File: config.mk
export PLATFORM = sky130hd
export DESIGN_NAME = reset_cause_clock_ctrl
export DESIGN_NICKNAME = d
export VERILOG_FILES = /design/src/rtl/rcc_pkg.sv /design/src/rtl/div_if.sv /design/src/rtl/clk_pulse_div.sv /design/src/rtl/reset_cause_clock_ctrl.sv
export SDC_FILE = /design/constraint.sdc
export NUM_CORES = 1
export LEC_CHECK = 0
export BUFFER_PORTS_ARGS = -buffer_cell sky130_fd_sc_hd__buf_2
export CORE_MARGIN = 2
export CORE_UTILIZATION = 32
export CTS_BUF_LIST = sky130_fd_sc_hd__clkbuf_8
export DETAILED_ROUTE_END_ITERATION = 10
export HOLD_SLACK_MARGIN = 0.03
export SYNTH_ARGS = -nofsm -noshare
export SYNTH_HDL_FRONTEND = slang
export SYNTH_HIERARCHICAL = 1
export SYNTH_SLANG_ARGS = --single-unit
File: constraint.sdc
create_clock -name clk_sys -period 6.2 [get_ports clk_sys]
set_clock_uncertainty 0.1 [all_clocks]
set_input_delay 0.93 -clock clk_sys [delete_from_list [all_inputs] [get_ports clk_sys]]
set_output_delay 0.93 -clock clk_sys [all_outputs]
set_load 0.05 [all_outputs]
File: src/rtl/rcc_pkg.sv
// Constants for the reset-cause and run-clock configuration block
package rcc_pkg;

   // ==========================================================
   // Register byte offsets
   localparam logic [11:0] OFS_CAUSE    = 12'h05C;
   localparam logic [11:0] OFS_CLKCFG   = 12'h060;
   localparam logic [11:0] OFS_IRQSTAT  = 12'h064;
   localparam logic [11:0] OFS_IRQMASK  = 12'h068;

   // ==========================================================
   // Reset-cause flag positions
   localparam int CAUSE_W              = 6;
   localparam int CAUSE_OUTSIDE_PIN    = 0;
   localparam int CAUSE_POWER_ON       = 1;
   localparam int CAUSE_BROWNOUT       = 2;
   localparam int CAUSE_WATCHDOG       = 3;
   localparam int CAUSE_SOFTWARE       = 4;
   localparam int CAUSE_REGULATOR_LOSS = 5;
   localparam logic [CAUSE_W-1:0] CAUSE_ONLY_PIN = 6'h01;

   // ==========================================================
   // Clock configuration field positions
   localparam int AUTO_GATING_BIT    = 27;
   localparam int SYSTEM_CLOCK_DIVISOR_LSB         = 23;
   localparam int SYSTEM_CLOCK_DIVISOR_W           = 4;
   localparam int SYSTEM_CLOCK_DIVISOR_EN_BIT      = 22;
   localparam int PWM_CLOCK_DIVISOR_EN_BIT      = 20;
   localparam int PWM_CLOCK_DIVISOR_LSB         = 17;
   localparam int PWM_CLOCK_DIVISOR_W           = 3;
   localparam int BYPASS_BIT         = 11;

   // ==========================================================
   // Clock configuration values after reset and limits
   localparam logic                AUTO_GATING_RST = 1'b0;
   localparam logic [SYSTEM_CLOCK_DIVISOR_W-1:0] SYSTEM_CLOCK_DIVISOR_RST      = 4'hF;
   localparam logic                SYSTEM_CLOCK_DIVISOR_EN_RST   = 1'b0;
   localparam logic                PWM_CLOCK_DIVISOR_EN_RST   = 1'b0;
   localparam logic [PWM_CLOCK_DIVISOR_W-1:0] PWM_CLOCK_DIVISOR_RST      = 3'h7;
   localparam logic                BYPASS_RST      = 1'b1;
   localparam logic [SYSTEM_CLOCK_DIVISOR_W-1:0] SYSTEM_CLOCK_DIVISOR_MIN_PLL  = 4'h3;
   localparam logic [SYSTEM_CLOCK_DIVISOR_W-1:0] SYSTEM_CLOCK_DIVISOR_RESERVED = 4'h0;
   localparam logic [PWM_CLOCK_DIVISOR_W-1:0] PWM_CLOCK_DIVISOR_TOP_CODE = 3'h5;

   // ==========================================================
   // Divider ratio widths
   localparam int SYS_RATIO_W = 5;
   localparam int PWM_RATIO_W = 7;

   // ==========================================================
   // Interrupt status bits
   localparam int IRQ_W            = 2;
   localparam int IRQ_RESERVED_DIV = 0;
   localparam int IRQ_FORCED_DIV   = 1;
   localparam logic [IRQ_W-1:0] IRQ_RST = 2'h0;

   // ==========================================================
   // Power modes
   typedef enum logic [2:0] {
      MODE_RUN   = 3'b001,
      MODE_SLEEP = 3'b010,
      MODE_DEEP  = 3'b100
   } power_mode_t;

endpackage

File: src/rtl/div_if.sv
// Carrier between the configuration logic and a pulse divider
`timescale 1ns/1ps
interface div_if #(parameter int W = 5);
   logic         enable;
   logic         tick;
   logic [W-1:0] ratio;
   logic         pulse;

   modport ctrl (output enable, output tick, output ratio, input pulse);
   modport div  (input enable, input tick, input ratio, output pulse);
endinterface

File: src/rtl/clk_pulse_div.sv
// Divider that turns input ticks into one-cycle enable pulses
`timescale 1ns/1ps
module clk_pulse_div #(
   parameter int W = 5
) (
   input  wire logic clk_sys,
   input  wire logic nrst,
   div_if.div        dv
);

   logic [W-1:0] count;

   // ==========================================================
   // Counting, or pass ticks through one cycle later when disabled
   always_ff @(posedge clk_sys) begin
      if (!nrst) begin
         count    <= '0;
         dv.pulse <= 1'b0;
      end else if (!dv.enable) begin
         count    <= '0;
         dv.pulse <= dv.tick;
      end else if (dv.tick) begin
         if (count >= W'(dv.ratio - W'(1))) begin
            count    <= '0;
            dv.pulse <= 1'b1;
         end else begin
            count    <= W'(count + W'(1));
            dv.pulse <= 1'b0;
         end
      end else begin
         dv.pulse <= 1'b0;
      end
   end

endmodule

File: src/rtl/reset_cause_clock_ctrl.sv
// Reset-cause flags and run-mode clock configuration with APB access
//
// Local design decision: the APB register port.
`timescale 1ns/1ps

// Contract
// - On reset the cause flags load from the cause of that reset, not a fixed value.
// - An outside-pin reset sets the pin flag and clears every other cause flag.
// - Any other reset keeps earlier flags so that causes accumulate.
// - Bit 0 marks the outside pin, bit 1 power-on and bit 2 brown-out.
// - Bit 3 marks watchdog, bit 4 software and bit 5 regulator power-good loss.
// - With auto gating set, sleep uses the sleep set and deep sleep the deep-sleep set.
// - With auto gating clear, sleep modes keep using the run gating set.
// - Run mode always uses the run gating set.
// - System divisor at bits 26:23 resets to 0xF; in bypass code n divides by n+1, 0 reserved.
// - With the PLL in use, codes below 0011 are reserved and the PLL output is divided.
// - Bit 22 selects the system divider, which is forced on in some configurations.
// - Bit 20 selects the PWM divider as PWM clock source, otherwise it is unused.
// - PWM divisor at bits 19:17 resets to 7 and divides by 2 to 32, or 64 for codes 5 to 7.
// - Bypass set clocks the system from the oscillator, clear from the divided PLL.
module reset_cause_clock_ctrl #(
   parameter int NPERIPH = 32
) (
   input  wire logic                clk_sys,
   input  wire logic                nrst,
   input  wire logic [11:0]         paddr,
   input  wire logic                psel,
   input  wire logic                penable,
   input  wire logic                pwrite,
   input  wire logic [31:0]         pwdata,
   output logic      [31:0]         prdata,
   output logic                     pready,
   output logic                     pslverr,
   input  wire logic [5:0]          resetSource,
   input  wire logic                sleepReq,
   input  wire logic                deepSleepReq,
   input  wire logic [NPERIPH-1:0]  runGatingSet,
   input  wire logic [NPERIPH-1:0]  sleepGatingSet,
   input  wire logic [NPERIPH-1:0]  deepSleepGatingSet,
   output logic      [NPERIPH-1:0]  periphClkEn,
   output logic                     sysClkEn,
   output logic                     pwmClkEn,
   output logic                     sysSrcPll,
   output logic                     irq
);

   // ==========================================================
   // Declarations
   logic [rcc_pkg::CAUSE_W-1:0]     causeMeta;
   logic [rcc_pkg::CAUSE_W-1:0]     causeSync;
   logic [rcc_pkg::CAUSE_W-1:0]     resetCause;
   logic                            autoGating;
   logic [rcc_pkg::SYSTEM_CLOCK_DIVISOR_W-1:0]    sysDivisor;
   logic                            sysDivEnable;
   logic                            pwmDivEnable;
   logic [rcc_pkg::PWM_CLOCK_DIVISOR_W-1:0]    pwmDivisor;
   logic                            bypass;
   logic [rcc_pkg::IRQ_W-1:0]       irqStatus;
   logic [rcc_pkg::IRQ_W-1:0]       irqMask;
   logic [rcc_pkg::IRQ_W-1:0]       irqEvent;
   rcc_pkg::power_mode_t            powerMode;
   rcc_pkg::power_mode_t            next_powerMode;
   logic                            setupPhase;
   logic                            accessPhase;
   logic                            wrStrobe;
   logic                            mapped;
   logic [31:0]                     readValue;
   logic [31:0]                     clkCfgValue;
   logic [rcc_pkg::SYSTEM_CLOCK_DIVISOR_W-1:0]    effSysDiv;
   logic                            sysDivUsed;
   logic [rcc_pkg::PWM_CLOCK_DIVISOR_W-1:0]    pwmCode;
   logic [rcc_pkg::SYSTEM_CLOCK_DIVISOR_W-1:0]    wrSysDiv;
   logic                            wrBypass;
   logic                            wrSysDivEnable;

   div_if #(.W(rcc_pkg::SYS_RATIO_W)) system_clock_divisor ();
   div_if #(.W(rcc_pkg::PWM_RATIO_W)) pwm_clock_divisor ();

   // ==========================================================
   // Reset sources come from the reset controller, so resync them
   always_ff @(posedge clk_sys) begin
      causeMeta <= resetSource;
      causeSync <= causeMeta;
   end

   // ==========================================================
   // APB decode, zero wait states
   assign setupPhase  = psel && !penable;
   assign accessPhase = psel && penable;
   assign wrStrobe    = accessPhase && pwrite && mapped;
   assign pready      = accessPhase;
   assign pslverr     = accessPhase && !mapped;

   always_comb begin
      mapped = (paddr == rcc_pkg::OFS_CAUSE) || (paddr == rcc_pkg::OFS_CLKCFG) ||
               (paddr == rcc_pkg::OFS_IRQSTAT) || (paddr == rcc_pkg::OFS_IRQMASK);
   end

   // ==========================================================
   // Cause flags: loaded by reset, writable otherwise
   always_ff @(posedge clk_sys) begin
      if (!nrst) begin
         if (causeSync[rcc_pkg::CAUSE_OUTSIDE_PIN]) begin
            resetCause <= rcc_pkg::CAUSE_ONLY_PIN;
         end else begin
            resetCause <= resetCause | causeSync;
         end
      end else if (wrStrobe && paddr == rcc_pkg::OFS_CAUSE) begin
         resetCause <= pwdata[rcc_pkg::CAUSE_W-1:0];
      end
   end

   // ==========================================================
   // Write data fields for the clock configuration register
   assign wrSysDiv       = pwdata[rcc_pkg::SYSTEM_CLOCK_DIVISOR_LSB +: rcc_pkg::SYSTEM_CLOCK_DIVISOR_W];
   assign wrBypass       = pwdata[rcc_pkg::BYPASS_BIT];
   assign wrSysDivEnable = pwdata[rcc_pkg::SYSTEM_CLOCK_DIVISOR_EN_BIT];

   // ==========================================================
   // Clock configuration register
   always_ff @(posedge clk_sys) begin
      if (!nrst) begin
         autoGating   <= rcc_pkg::AUTO_GATING_RST;
         sysDivisor   <= rcc_pkg::SYSTEM_CLOCK_DIVISOR_RST;
         sysDivEnable <= rcc_pkg::SYSTEM_CLOCK_DIVISOR_EN_RST;
         pwmDivEnable <= rcc_pkg::PWM_CLOCK_DIVISOR_EN_RST;
         pwmDivisor   <= rcc_pkg::PWM_CLOCK_DIVISOR_RST;
         bypass       <= rcc_pkg::BYPASS_RST;
      end else if (wrStrobe && paddr == rcc_pkg::OFS_CLKCFG) begin
         autoGating   <= pwdata[rcc_pkg::AUTO_GATING_BIT];
         sysDivisor   <= wrSysDiv;
         sysDivEnable <= wrSysDivEnable;
         pwmDivEnable <= pwdata[rcc_pkg::PWM_CLOCK_DIVISOR_EN_BIT];
         pwmDivisor   <= pwdata[rcc_pkg::PWM_CLOCK_DIVISOR_LSB +: rcc_pkg::PWM_CLOCK_DIVISOR_W];
         bypass       <= wrBypass;
      end
   end

   // ==========================================================
   // Events: reserved divisor code written, divider forced on
   always_comb begin
      irqEvent = '0;
      if (wrStrobe && paddr == rcc_pkg::OFS_CLKCFG) begin
         irqEvent[rcc_pkg::IRQ_RESERVED_DIV] = (wrSysDiv == rcc_pkg::SYSTEM_CLOCK_DIVISOR_RESERVED) ||
            (!wrBypass && wrSysDiv < rcc_pkg::SYSTEM_CLOCK_DIVISOR_MIN_PLL);
         irqEvent[rcc_pkg::IRQ_FORCED_DIV]   = !wrBypass && !wrSysDivEnable;
      end
   end

   // ==========================================================
   // Sticky status, write one to clear, set wins over clear
   always_ff @(posedge clk_sys) begin
      if (!nrst) begin
         irqStatus <= rcc_pkg::IRQ_RST;
      end else if (wrStrobe && paddr == rcc_pkg::OFS_IRQSTAT) begin
         irqStatus <= (irqStatus & ~pwdata[rcc_pkg::IRQ_W-1:0]) | irqEvent;
      end else begin
         irqStatus <= irqStatus | irqEvent;
      end
   end

   // Interrupt mask
   always_ff @(posedge clk_sys) begin
      if (!nrst) begin
         irqMask <= rcc_pkg::IRQ_RST;
      end else if (wrStrobe && paddr == rcc_pkg::OFS_IRQMASK) begin
         irqMask <= pwdata[rcc_pkg::IRQ_W-1:0];
      end
   end

   // Level interrupt
   assign irq = |(irqStatus & irqMask);

   // ==========================================================
   // Read data, captured in the setup cycle
   always_comb begin
      clkCfgValue = '0;
      clkCfgValue[rcc_pkg::AUTO_GATING_BIT]                   = autoGating;
      clkCfgValue[rcc_pkg::SYSTEM_CLOCK_DIVISOR_LSB +: rcc_pkg::SYSTEM_CLOCK_DIVISOR_W]   = sysDivisor;
      clkCfgValue[rcc_pkg::SYSTEM_CLOCK_DIVISOR_EN_BIT]                     = sysDivEnable;
      clkCfgValue[rcc_pkg::PWM_CLOCK_DIVISOR_EN_BIT]                     = pwmDivEnable;
      clkCfgValue[rcc_pkg::PWM_CLOCK_DIVISOR_LSB +: rcc_pkg::PWM_CLOCK_DIVISOR_W]   = pwmDivisor;
      clkCfgValue[rcc_pkg::BYPASS_BIT]                        = bypass;
      case (paddr)
         rcc_pkg::OFS_CAUSE:   readValue = {26'h0, resetCause};
         rcc_pkg::OFS_CLKCFG:  readValue = clkCfgValue;
         rcc_pkg::OFS_IRQSTAT: readValue = {30'h0, irqStatus};
         rcc_pkg::OFS_IRQMASK: readValue = {30'h0, irqMask};
         default:              readValue = 32'h00000000;
      endcase
   end

   always_ff @(posedge clk_sys) begin
      if (!nrst) begin
         prdata <= 32'h00000000;
      end else if (setupPhase) begin
         prdata <= readValue;
      end
   end

   // ==========================================================
   // Power mode from the sleep requests
   always_comb begin
      if (deepSleepReq) begin
         next_powerMode = rcc_pkg::MODE_DEEP;
      end else if (sleepReq) begin
         next_powerMode = rcc_pkg::MODE_SLEEP;
      end else begin
         next_powerMode = rcc_pkg::MODE_RUN;
      end
   end

   always_ff @(posedge clk_sys) begin
      if (!nrst) begin
         powerMode <= rcc_pkg::MODE_RUN;
      end else begin
         powerMode <= next_powerMode;
      end
   end

   // ==========================================================
   // Peripheral clock gating selection
   always_ff @(posedge clk_sys) begin
      if (!nrst) begin
         periphClkEn <= '0;
      end else begin
         case (powerMode)
            rcc_pkg::MODE_RUN:   periphClkEn <= runGatingSet;
            rcc_pkg::MODE_SLEEP: periphClkEn <= autoGating ? sleepGatingSet
                                                           : runGatingSet;
            rcc_pkg::MODE_DEEP:  periphClkEn <= autoGating ? deepSleepGatingSet
                                                           : runGatingSet;
            default:             periphClkEn <= runGatingSet;
         endcase
      end
   end

   // ==========================================================
   // System divider: clamp under the PLL, force on without bypass
   assign effSysDiv  = (!bypass && sysDivisor < rcc_pkg::SYSTEM_CLOCK_DIVISOR_MIN_PLL) ?
                       rcc_pkg::SYSTEM_CLOCK_DIVISOR_MIN_PLL : sysDivisor;
   assign sysDivUsed = sysDivEnable || !bypass;
   assign sysSrcPll  = !bypass;

   assign system_clock_divisor.enable = sysDivUsed;
   assign system_clock_divisor.tick   = 1'b1;
   assign system_clock_divisor.ratio  = rcc_pkg::SYS_RATIO_W'({1'b0, effSysDiv} + 5'h01);
   assign sysClkEn      = system_clock_divisor.pulse;

   clk_pulse_div #(.W(rcc_pkg::SYS_RATIO_W)) u_sys_div (
      .clk_sys (clk_sys),
      .nrst    (nrst),
      .dv      (system_clock_divisor.div)
   );

   // ==========================================================
   // PWM divider counts system enables, power of two ratios
   assign pwmCode       = (pwmDivisor > rcc_pkg::PWM_CLOCK_DIVISOR_TOP_CODE) ?
                          rcc_pkg::PWM_CLOCK_DIVISOR_TOP_CODE : pwmDivisor;
   assign pwm_clock_divisor.enable = pwmDivEnable;
   assign pwm_clock_divisor.tick   = sysClkEn;
   assign pwm_clock_divisor.ratio  = 7'h02 << pwmCode;
   assign pwmClkEn      = pwm_clock_divisor.pulse;

   clk_pulse_div #(.W(rcc_pkg::PWM_RATIO_W)) u_pwm_div (
      .clk_sys (clk_sys),
      .nrst    (nrst),
      .dv      (pwm_clock_divisor.div)
   );

   // ==========================================================
   // Checks
   property p_pin_clears;
      @(posedge clk_sys) (!nrst && causeSync[rcc_pkg::CAUSE_OUTSIDE_PIN])
         |=> resetCause == rcc_pkg::CAUSE_ONLY_PIN;
   endproperty
   a_pin_clears: assert property (p_pin_clears) else $error("pin reset left flags");

   property p_cause_loaded;
      @(posedge clk_sys) (!nrst && !causeSync[rcc_pkg::CAUSE_OUTSIDE_PIN])
         |=> (resetCause & $past(causeSync)) == $past(causeSync);
   endproperty
   a_cause_loaded: assert property (p_cause_loaded) else $error("cause not set");

   property p_sticky;
      @(posedge clk_sys) (!nrst && !causeSync[rcc_pkg::CAUSE_OUTSIDE_PIN])
         |=> (resetCause & $past(resetCause)) == $past(resetCause);
   endproperty
   a_sticky: assert property (p_sticky) else $error("cause flag lost");

   property p_cause_write;
      @(posedge clk_sys) disable iff (!nrst)
         (wrStrobe && paddr == rcc_pkg::OFS_CAUSE)
         |=> resetCause == $past(pwdata[rcc_pkg::CAUSE_W-1:0]);
   endproperty
   a_cause_write: assert property (p_cause_write) else $error("cause write lost");

   property p_auto_gating;
      @(posedge clk_sys) disable iff (!nrst)
         (autoGating && powerMode == rcc_pkg::MODE_DEEP)
         |=> periphClkEn == $past(deepSleepGatingSet);
   endproperty
   a_auto_gating: assert property (p_auto_gating) else $error("deep set unused");

   property p_no_auto;
      @(posedge clk_sys) disable iff (!nrst)
         (!autoGating && powerMode != rcc_pkg::MODE_RUN)
         |=> periphClkEn == $past(runGatingSet);
   endproperty
   a_no_auto: assert property (p_no_auto) else $error("run set not kept");

   property p_run_mode;
      @(posedge clk_sys) disable iff (!nrst)
         (powerMode == rcc_pkg::MODE_RUN) |=> periphClkEn == $past(runGatingSet);
   endproperty
   a_run_mode: assert property (p_run_mode) else $error("run mode gating wrong");

   property p_pll_limit;
      @(posedge clk_sys) disable iff (!nrst)
         !bypass |-> (effSysDiv >= rcc_pkg::SYSTEM_CLOCK_DIVISOR_MIN_PLL) && sysDivUsed && sysSrcPll;
   endproperty
   a_pll_limit: assert property (p_pll_limit) else $error("pll divider wrong");

   property p_pwm_bypass;
      @(posedge clk_sys) disable iff (!nrst)
         (!pwmDivEnable && !$past(pwmDivEnable)) |-> pwmClkEn == $past(sysClkEn);
   endproperty
   a_pwm_bypass: assert property (p_pwm_bypass) else $error("pwm divider used");

   property p_sys_spacing;
      @(posedge clk_sys) disable iff (!nrst)
         (sysDivUsed && sysClkEn && effSysDiv == 4'h3 && $stable(effSysDiv))
         |=> !sysClkEn [*3];
   endproperty
   a_sys_spacing: assert property (p_sys_spacing) else $error("sys pulse early");

   // An event must survive a clear written in the same cycle
   property p_status_set_wins;
      @(posedge clk_sys) disable iff (!nrst)
         (irqEvent != '0) |=> (irqStatus & $past(irqEvent)) == $past(irqEvent);
   endproperty
   a_status_set_wins: assert property (p_status_set_wins) else $error("event lost to clear");

   // Reserved divisor code raises its status bit
   property p_reserved_code;
      @(posedge clk_sys) disable iff (!nrst)
         (wrStrobe && paddr == rcc_pkg::OFS_CLKCFG && wrSysDiv == rcc_pkg::SYSTEM_CLOCK_DIVISOR_RESERVED)
         |=> irqStatus[rcc_pkg::IRQ_RESERVED_DIV];
   endproperty
   a_reserved_code: assert property (p_reserved_code) else $error("code 0 unflagged");

endmodule

Word level (Yosys, flattened, before mapping). Cells that the tools add are included.

Add/sub/neg operators: 5. Order comparisons: 5. Eq/ne operators: 7. Shift-type cells: 1. Muxes and demuxes: 19. Bitwise logic cells: 8. Reductions and logical operators: 27.

Operators by type and width (count): $pmux 28 s4 (1); $mux 32 (2); $pmux 32 s2 (1); $eq 12x7->1 const B (4); $mux 6 (3); $logic_and 1x1->1 (12); $lt 4x2->1 const B (2); $add 7x1->7 const B (1); $ge 7x7->1 (1); $mux 7 (1); $shl 2x3->7 const A (1); $sub 7x1->7 const B (1); $mux 2 (3); $mux 3 (2); $or 6x6->6 (1); $add 4x1->5 const B (1); $add 5x1->5 const B (1); $ge 5x5->1 (1); $logic_not 1->1 (5); $logic_or 1x1->1 (5); $mux 1 (5); $sub 5x1->5 const B (1); $and 2x2->2 (2); $logic_not 4->1 (1); other kinds (11) (14).

Bits in registers: 114. Bits of input ports: 153. Output and inout bits: 70. Logic and storage cells: 91.

Logic depth before layout (Yosys ltp). Gate-level depths: netlist of run 1.

Word-level depth: 9. Mapped depth: 11. Mapped depth without buffers: 11.

By module. Netlist of run 1, hierarchy kept.

Modules (own cells, without submodules): reset_cause_clock_ctrl (instances 1, cells an instance 365, area an instance 3578.4 µm², sequential area each 1761.7 µm²); clk_pulse_div (u_pwm_div) (instances 1, cells an instance 68, area an instance 611.8 µm², sequential area each 160.2 µm²); clk_pulse_div (u_sys_div) (instances 1, cells an instance 51, area an instance 439.2 µm², sequential area each 120.1 µm²).

Worst setup path before layout of run 1. Ideal clock, no wire load.

Kind: input to output. Start: in psel. End: out pslverr. Arrival time: 1859 ps. Data required time: 5170 ps. Slack: 3311 ps. Stages on the path: 2. Path buffers: 0. Path through: and2_1 > o21a_1.

Longest elaborated chain between the ends: 2.

Ends and longest elaborated chain: start, declared (line reset_cause_clock_ctrl.sv:27) `input wire logic psel,`; $logic_and 1x1->1 (line reset_cause_clock_ctrl.sv:89) `assign accessPhase = psel && penable;`; $logic_and 1x1->1 (line reset_cause_clock_ctrl.sv:92) `assign pslverr = accessPhase && !mapped;`; end, declared (line reset_cause_clock_ctrl.sv:33) `output logic pslverr,`.

No other way between the ends.

Worst setup path in the final report of run 1.
Start: in paddr[9]. End: out pslverr.

Longest elaborated chain between the ends: 6. Elaborated cells between the ends (all ways): 9. Those cells by class: 4 x eq/ne; 5 x reduce/logical.

Ends and longest elaborated chain: start, declared (line reset_cause_clock_ctrl.sv:26) `input wire logic [11:0] paddr,`; $eq 12x7->1 (line reset_cause_clock_ctrl.sv:95) `mapped = (paddr == rcc_pkg::OFS_CAUSE) || (paddr == rcc_pkg::OFS_CLKCFG) ||`; $logic_or 1x1->1 (2 in series) (line reset_cause_clock_ctrl.sv:95); $logic_or 1x1->1 * (line reset_cause_clock_ctrl.sv:96) `(paddr == rcc_pkg::OFS_IRQSTAT) || (paddr == rcc_pkg::OFS_IRQMASK);`; $logic_not 1->1 * (line reset_cause_clock_ctrl.sv:92); $logic_and 1x1->1 * (line reset_cause_clock_ctrl.sv:92).

Mark *: on every way between the ends. The rest lies on a longest branch, timed or not.

==> reports/qor.txt, run 1 <==
fin crit share: 0.494
Total Nets Final: 834
worst ir drop on vdd: 0.000132 V
slowest stage delay, CP: 460 ps
setup_tns: 0 ps
Gate Count Post-Synth: 484
maximum buffer depth of the clock tree: 2
Port Buffer Count: 192
Post-Layout Inst Area: 5900 um2
min Tclk post-route: 3070 ps
Die Y: 124 um
Setup-failing EPs final: 0
Worst Path Buf+Inv: 2
Max FO, Critical Path: 7
Seq/Total Area, Yosys: 0.441
max-cap viol count: 0
final weighted congestion in routability-driven placement: 0.797
post-CTS sizing: 0
synth warn: 6
Die Wd: 124 um
cts bufs inserted: 9
status: complete, no violations
EDFF count, synth: 6
final hold violation count: 0
via count: 4190
family with the most delay on the worst path: simple AND/OR/NAND/NOR gates
Main synth FF type: dfxtp_1
remaining antenna violation count: 0
share of cells above drive strength 1: 0.336
DIE AREA: 15400 um2
Critical Path Sink Type: output port
hold-fix buffers at CTS: 0
starting density of the core: 0.331
insertion delay to the later sink of the worst-skew pair: 370 ps
CORE AREA: 14000 um2
largest net degree at the start of global routing: 57
io pins: 223
crit start category: input port
fmax: 326 MHz
P per Cell Area: 222 nW/um2
Synth cell types: 59
DP Area: 5680 um2
Post-Syn Area: 4630 um2
first-pass GRT wire length: 20100 um
cell mode on critical path: buf_2
setup bufs post-CTS: 0
Detailed Place HPWL: 9230 um
Worst EP required: 5170 ps
Synth-to-Final Area Change: 27.5%
vias per cell: 4.94
Setup CP Type: input port to output port
vias in the first global route: 4235
Leakage: 0.00281 uW
Post-Syn Area per Cell: 9.56 um2
DRC Markers: 0
FF+latch count, synth: 99
Root Driver: clkbuf_8
CTS tree: yes
initial antenna violation count: 0
Worst-Margin Slew: 1340 ps
critical path cell sequence: buf_2 -> nor4_4 -> nand2_1 -> o21a_1 -> buf_2
slowest CP cell: nor4_4
clock-pin slew on the worst setup and hold paths: 100 ps
HP Class: flop to flop
Rel. slew slack: 0.103
Routed WL: 12200 um
Pre-antenna DRT Iters: 4
Global Route Usage Sum: 0.157
CTS HTree Levels: 3
# rows: 43
grt total ovfl: 0
ANT cells: 0
asr flop ratio synth: 0
WL/cell: 14.4 um
post-layout utilization of the core: 0.422
Critical Path AT: 2040 ps
RSZ-0062 raised after global routing: false
final max-slew violation count: 0
DRT iter0 DRCs: 212
CTS Sinks: 99
-- cell usage after synthesis, types with 3 or more instances --
library cell,n,share of area
a211oi_1,6,0.0097
a21oi_1,6,0.0065
a22o_1,33,0.062
a22oi_1,47,0.076
and2_1,4,0.0054
and3_1,3,0.0041
buf_2,8,0.0086
buf_4,16,0.026
clkbuf_1,17,0.014
dfxtp_1,93,0.40
edfxtp_1,6,0.039
ha_1,17,0.046
inv_1,14,0.011
mux2i_1,13,0.028
nand2_1,29,0.024
nand2b_1,6,0.0081
nand3_1,3,0.0032
nand4_1,10,0.014
nor2_1,63,0.051
nor2b_1,3,0.0041
nor3_1,6,0.0065
nor3b_1,4,0.0065
o211ai_1,5,0.0081
o21a_1,4,0.0065
o21ai_0,4,0.0043
o31ai_1,5,0.0081
xnor2_1,6,0.011
xor2_1,10,0.019
-- where the power goes --
part	total, uW	switching, uW	internal [uW]
combinational	182	119	63.4
sequential	671	8.55	662
clock	455	228	228
-- sequential cells by signal, indices dropped and copies added, names as in the netlist, 2 cells and up --
register         cells
resetCause           6
u_pwm_div/count      7
causeSync            6
irqStatus            2
sysDivisor           4
pwmDivisor           3
prdata              17
irqMask              2
powerMode            3
periphClkEn         32
u_sys_div/count      5
causeMeta            6
-- placed cells by master, fill, tap and decap left out, types with 9 or more instances in the layout --
cell type  count
mux2i_1       13
xor2_1        10
inv_1         15
a22oi_1       47
a22o_1        33
buf_2        192
nor2_1        63
dfxtp_1       93
nand2_1       29
ha_1          17
nand4_1       10
clkbuf_8       9
conb_1        18
-- area by class of cell --
cell class              count  area (um2)
well taps                 180         225
clock buffers               9         124
flip-flops and latches     99        2040
inverters                  14        52.6
clock inverters             7        93.8
fillers                  1423        8090
multi-input cells         344        2370
repair buffers            196         991
-- cell families (layout without fill, tap and decap cells) --
kind of cell	count (synthesis)	after routing	share of synthesized area
simple gates	148	148	0.166
compound gates	131	131	0.222
flops	99	99	0.441
buf+inv	57	226	0.0630
fa+ha+maj	18	18	0.0481
xor+xnor	16	16	0.0303
mux	13	13	0.0281
other cells	2	18	0.00162
-- stage by stage --
stage | total power (uW) | cells | hold slack [ps] | setup WS (ps)
floorplan | 803 | 500 | 210 | 3310
global placement | 865 | 833 | 213 | 3160
global route | 1370 | 849 | 234 | 3060
finish | 1310 | 849 | 229 | 3130
detailed placement | 868 | 833 | 212 | 3140
CTS | 1330 | 849 | 229 | 3130
-- path summary, 6_finish.rpt --
kind / startpoint / end / slack (ps) / cells past startpoint
setup / recovery: paddr[9] / pslverr / 3130 / 5
hold / removal: causeMeta[3] / causeSync[3] / 230 / 0
setup reg to reg: sysDivisor[3] / u_sys_div/count[4] / 3450 / 11
hold reg to reg: causeMeta[3] / causeSync[3] / 230 / 0
-- routing by layer --
metal	routed length, um	vias to the layer above	global-route usage
met1	5230	1945	0.189
met3	685	15	0.0361
met5	0	-	0
met2	6090	129	0.273
met4	205	0	0.0549
li1	-	2101	-
(Power assumes the default switching activity.)
==> inputs of run 2 (changes only) <==
Settings changed: ABC_AREA set to 1.
Clock period 6.2 ns to 2.7 ns, I/O delays scaled along.
==> run 2 against run 1 <==
  * Power grew 150%
  * Final cell count grew 34%
  * Critical path depth grew 11
  * Via count grew 22%
  * Highest routed layer unchanged
  * Synthesized cell count grew 49%
  * Largest power group unchanged
  * Die area grew 13%
  * Flip-flop and latch count is the same
  * Routed wire length grew 17%
  * Hold slack lost 130 ps
  * Non-clock buffer count grew 17
==> reports/qor.txt, run 2 <==
status: complete, no violations
vias per cell: 4.52 (-8.4%)
Gate Count Post-Synth: 723 (+49%)
Int Pwr: 2270 uW (+140%)
clock-pin slew on the worst setup and hold paths: 110 ps (about the same)
Clk pwr share: 0.341 (-0.007)
Root Driver: clkbuf_8
initial antenna violation count: 0 (unchanged)
starting density of the core: 0.329 (-0.00181)
reg2reg setup slack: 180 ps (-3270 ps)
post-layout utilization of the core: 0.418 (-0.00425)
io pins: 223 (unchanged)
Post-Syn Area: 5270 um2 (+14%)
max-cap viol count: 0 (unchanged)
share of cells above drive strength 1: 0.297 (-0.0393)
Max FO, Critical Path: 5 (-2)
Leakage: 0.00321 uW (+14%)
WL/cell: 12.6 um (-12%)
first-pass GRT wire length: 23000 um (+14%)
Commonest cells post-synth: nand2_1 (213), dfxtp_1 (93), a21oi_1 (77), nor2_1 (77), inv_1 (46)
Worst-Margin Slew: 636 ps (-707 ps)
Final WS setup: 184 ps (-2950 ps)
Total Nets Final: 1084 (+30%)
CTS Sinks: 99 (unchanged)
Hold Worst Slack: 102 ps (-127 ps)
most common cell in the netlist: nand2_1
Routed WL: 14300 um (+17%)
area share of the largest cell type after synthesis: 0.354 (-0.0486)
RSZ-0062 raised after global routing: false
family with the most delay on the worst path: simple AND/OR/NAND/NOR gates
Worst Path Buf+Inv: 2 (unchanged)
Setup-failing EPs final: 0 (unchanged)
Seq/Total Area, Yosys: 0.388 (-0.0533)
Post-Syn Area per Cell: 7.28 um2 (-24%)
min Tclk post-route: 2520 ps
asr flop ratio synth: 0 (unchanged)
final max-slew violation count: 0 (unchanged)
Detailed Place HPWL: 10800 um (+17%)
Sw Pwr: 998 uW (+180%)
Largest regs: periphClkEn: 32 flops, prdata: 17 flops, u_pwm_div/count: 7 flops
commonest non-fill, non-tap cell in the layout: nand2_1
Die Wd: 132 um (+6.4%)
final weighted congestion in routability-driven placement: 0.815 (+2.3%)
Synth cell types: 36 (-39%)
CORE AREA: 16000 um2 (+14%)
max reg flops: 32 (unchanged)
Pre-antenna DRT Iters: 4 (unchanged)
Sw Ratio: 0.305 (+0.0342)
fmax: 397 MHz
Port Buffer Count: 192 (unchanged)
Die Y: 132 um (+6.4%)
setup_tns: 0 ps (unchanged)
DRC Markers: 0 (unchanged)
# rows: 46 (+7.0%)
vias in the first global route: 4806 (+13%)
synth warn: 6 (unchanged)
cts bufs inserted: 9 (unchanged)
Reg power frac: 0.480 (-0.033)
CTS tree: yes
Rel. slew slack: 0.576 (+0.473)
CTS HTree Levels: 3 (unchanged)
ANT cells: 0 (unchanged)
worst slack, placed: 216 ps (-2920 ps)
Worst EP required: 2880 ps (-2290 ps)
slowest stage delay, CP: 360 ps (-100 ps)
Critical Path Sink Type: flop
insertion delay to the later sink of the worst-skew pair: 380 ps (about the same)
P per Cell Area: 489 nW/um2 (+120%)
power share of the combinational group: 0.179 (+0.040)
via count: 5132 (+22%)
HP Class: input port to flop
crit start category: flop
largest net degree at the start of global routing: 66 (+16%)
worst ir drop on vdd: 0.000268 V (+100%)
fin crit share: 0.932
grt total ovfl: 0 (unchanged)
maximum buffer depth of the clock tree: 2 (unchanged)
critical path cell sequence: nor3_1 -> or2_2 -> ha_1 -> inv_1 -> ha_1 -> nand2_1 -> xnor2_1 -> inv_1 -> ha_1 -> nand2_1 -> nor2_1 -> nand2_1 -> nand3_1 -> nand2_1 -> nand2_2 -> nor2_1
EDFF count, synth: 6 (unchanged)
DIE AREA: 17500 um2 (+13%)
remaining antenna violation count: 0 (unchanged)
Area contributors post-synth: dfxtp_1 (35%), nand2_1 (15%), a21oi_1 (7.3%)
Synth-to-Final Area Change: 26.9%
Setup CP Type: flop to flop
commonest cells after routing, fill and taps aside: nand2_1 (213), buf_2 (192), dfxtp_1 (90), nor2_1 (77), a21oi_1 (77)
Main synth FF type: dfxtp_1
Critical Path AT: 2690 ps (+650 ps)
slowest CP cell: dfxtp_1
DRT iter0 DRCs: 220 (+3.8%)
cell mode on critical path: nand2_1
Global Route Usage Sum: 0.161 (+0.00435)
final hold violation count: 0 (unchanged)
FF+latch count, synth: 99 (unchanged)
Most flops, register: periphClkEn
area leader, netlist: dfxtp_1
## run 2: changes by cell type in the layout (fill, tap and decap cells not counted), moves of 6 or more
cell	previous run	this run
nand2_1	29	213
a21oi_1	6	77
a22oi_1	47	0
a22o_1	33	2
inv_1	15	46
o21ai_0	4	31
a211oi_2	0	23
nand3_1	3	22
nor2_1	63	77
mux2i_1	13	1
buf_4	4	15
a31oi_1	1	7
dlygate4sd3_1	0	6
nand2b_1	6	0
## run 2: repair_timing
item	CTS	global route
hold endpoints to repair	6	0
setup endpoints to repair	0	11
setup buffers	0	1
gates resized for setup	0	4
hold buffers	6	0
## run 2: metal layers
| layer | global-route usage | vias to the layer above | share of wire |
|---|---|---|---|
| li1 | - | 2699 | - |
| met1 | 0.197 | 2286 | 0.44 |
| met2 | 0.277 | 131 | 0.48 |
| met3 | 0.0411 | 16 | 0.060 |
| met4 | 0.0538 | 0 | 0.017 |
| met5 | 0 | - | 0 |
## run 2: power by group through the flow
stage	sequential, uW	combinational, uW	clock, uW
final	1570	586	1110
after global routing	1570	634	1210
after CTS	1570	589	1160
after detailed placement	1600	581	0
after global placement	1600	579	0
after floorplan	1760	242	0
## run 2: layout make-up
type                       count  area [um2]
clock buffer                   9         124
clock inverter                 7         106
fill                        1689        9320
inverter                      53         201
multi-input combinational    538        2800
sequential                    99        2050
tap                          216         270
timing repair buffer         213        1130
## run 2: logic make-up (layout without fill, tap and decap cells)
| kind of cell | after synthesis | in the layout | share of synthesized area |
|---|---|---|---|
| and+or+nand+nor | 339 | 339 | 0.268 |
| AOI/OAI and AO/OA | 144 | 144 | 0.173 |
| buffers and inverters | 101 | 282 | 0.0936 |
| DFF | 99 | 99 | 0.388 |
| xor gates and xnor gates | 19 | 19 | 0.0316 |
| adders and majority gates | 18 | 18 | 0.0423 |
| other | 2 | 17 | 0.00143 |
| muxes | 1 | 1 | 0.00190 |
## run 2: worst paths after layout
kind | startpoint | end | cells after the start
setup / recovery | sysDivisor[3] | u_sys_div/count[0] | 16
hold / removal | deepSleepReq | powerMode[1] | 2
setup reg to reg | sysDivisor[3] | u_sys_div/count[0] | 16
hold reg to reg | causeMeta[5] | causeSync[5] | 0
## run 2: worst register-to-register path: stages (launching register included)
cell and delay [ps]:
dfxtp_1 360, nor3_1 60, or2_2 270, ha_1 300
inv_1 40, ha_1 190, nand2_1 90, xnor2_1 120
inv_1 60, ha_1 290, nand2_1 70, nor2_1 100
nand2_1 70, nand3_1 70, nand2_1 60, nand2_2 110
nor2_1 50
## run 2: stage by stage
stage | area (um2) | instances | total power [uW]
after floorplan | 5320 | 738 | 2000
after global placement | 6370 | 1112 | 2180
after detailed placement | 6370 | 1112 | 2180
after CTS | 6660 | 1134 | 3310
after global routing | 6680 | 1135 | 3420
final | 6680 | 1135 | 3270
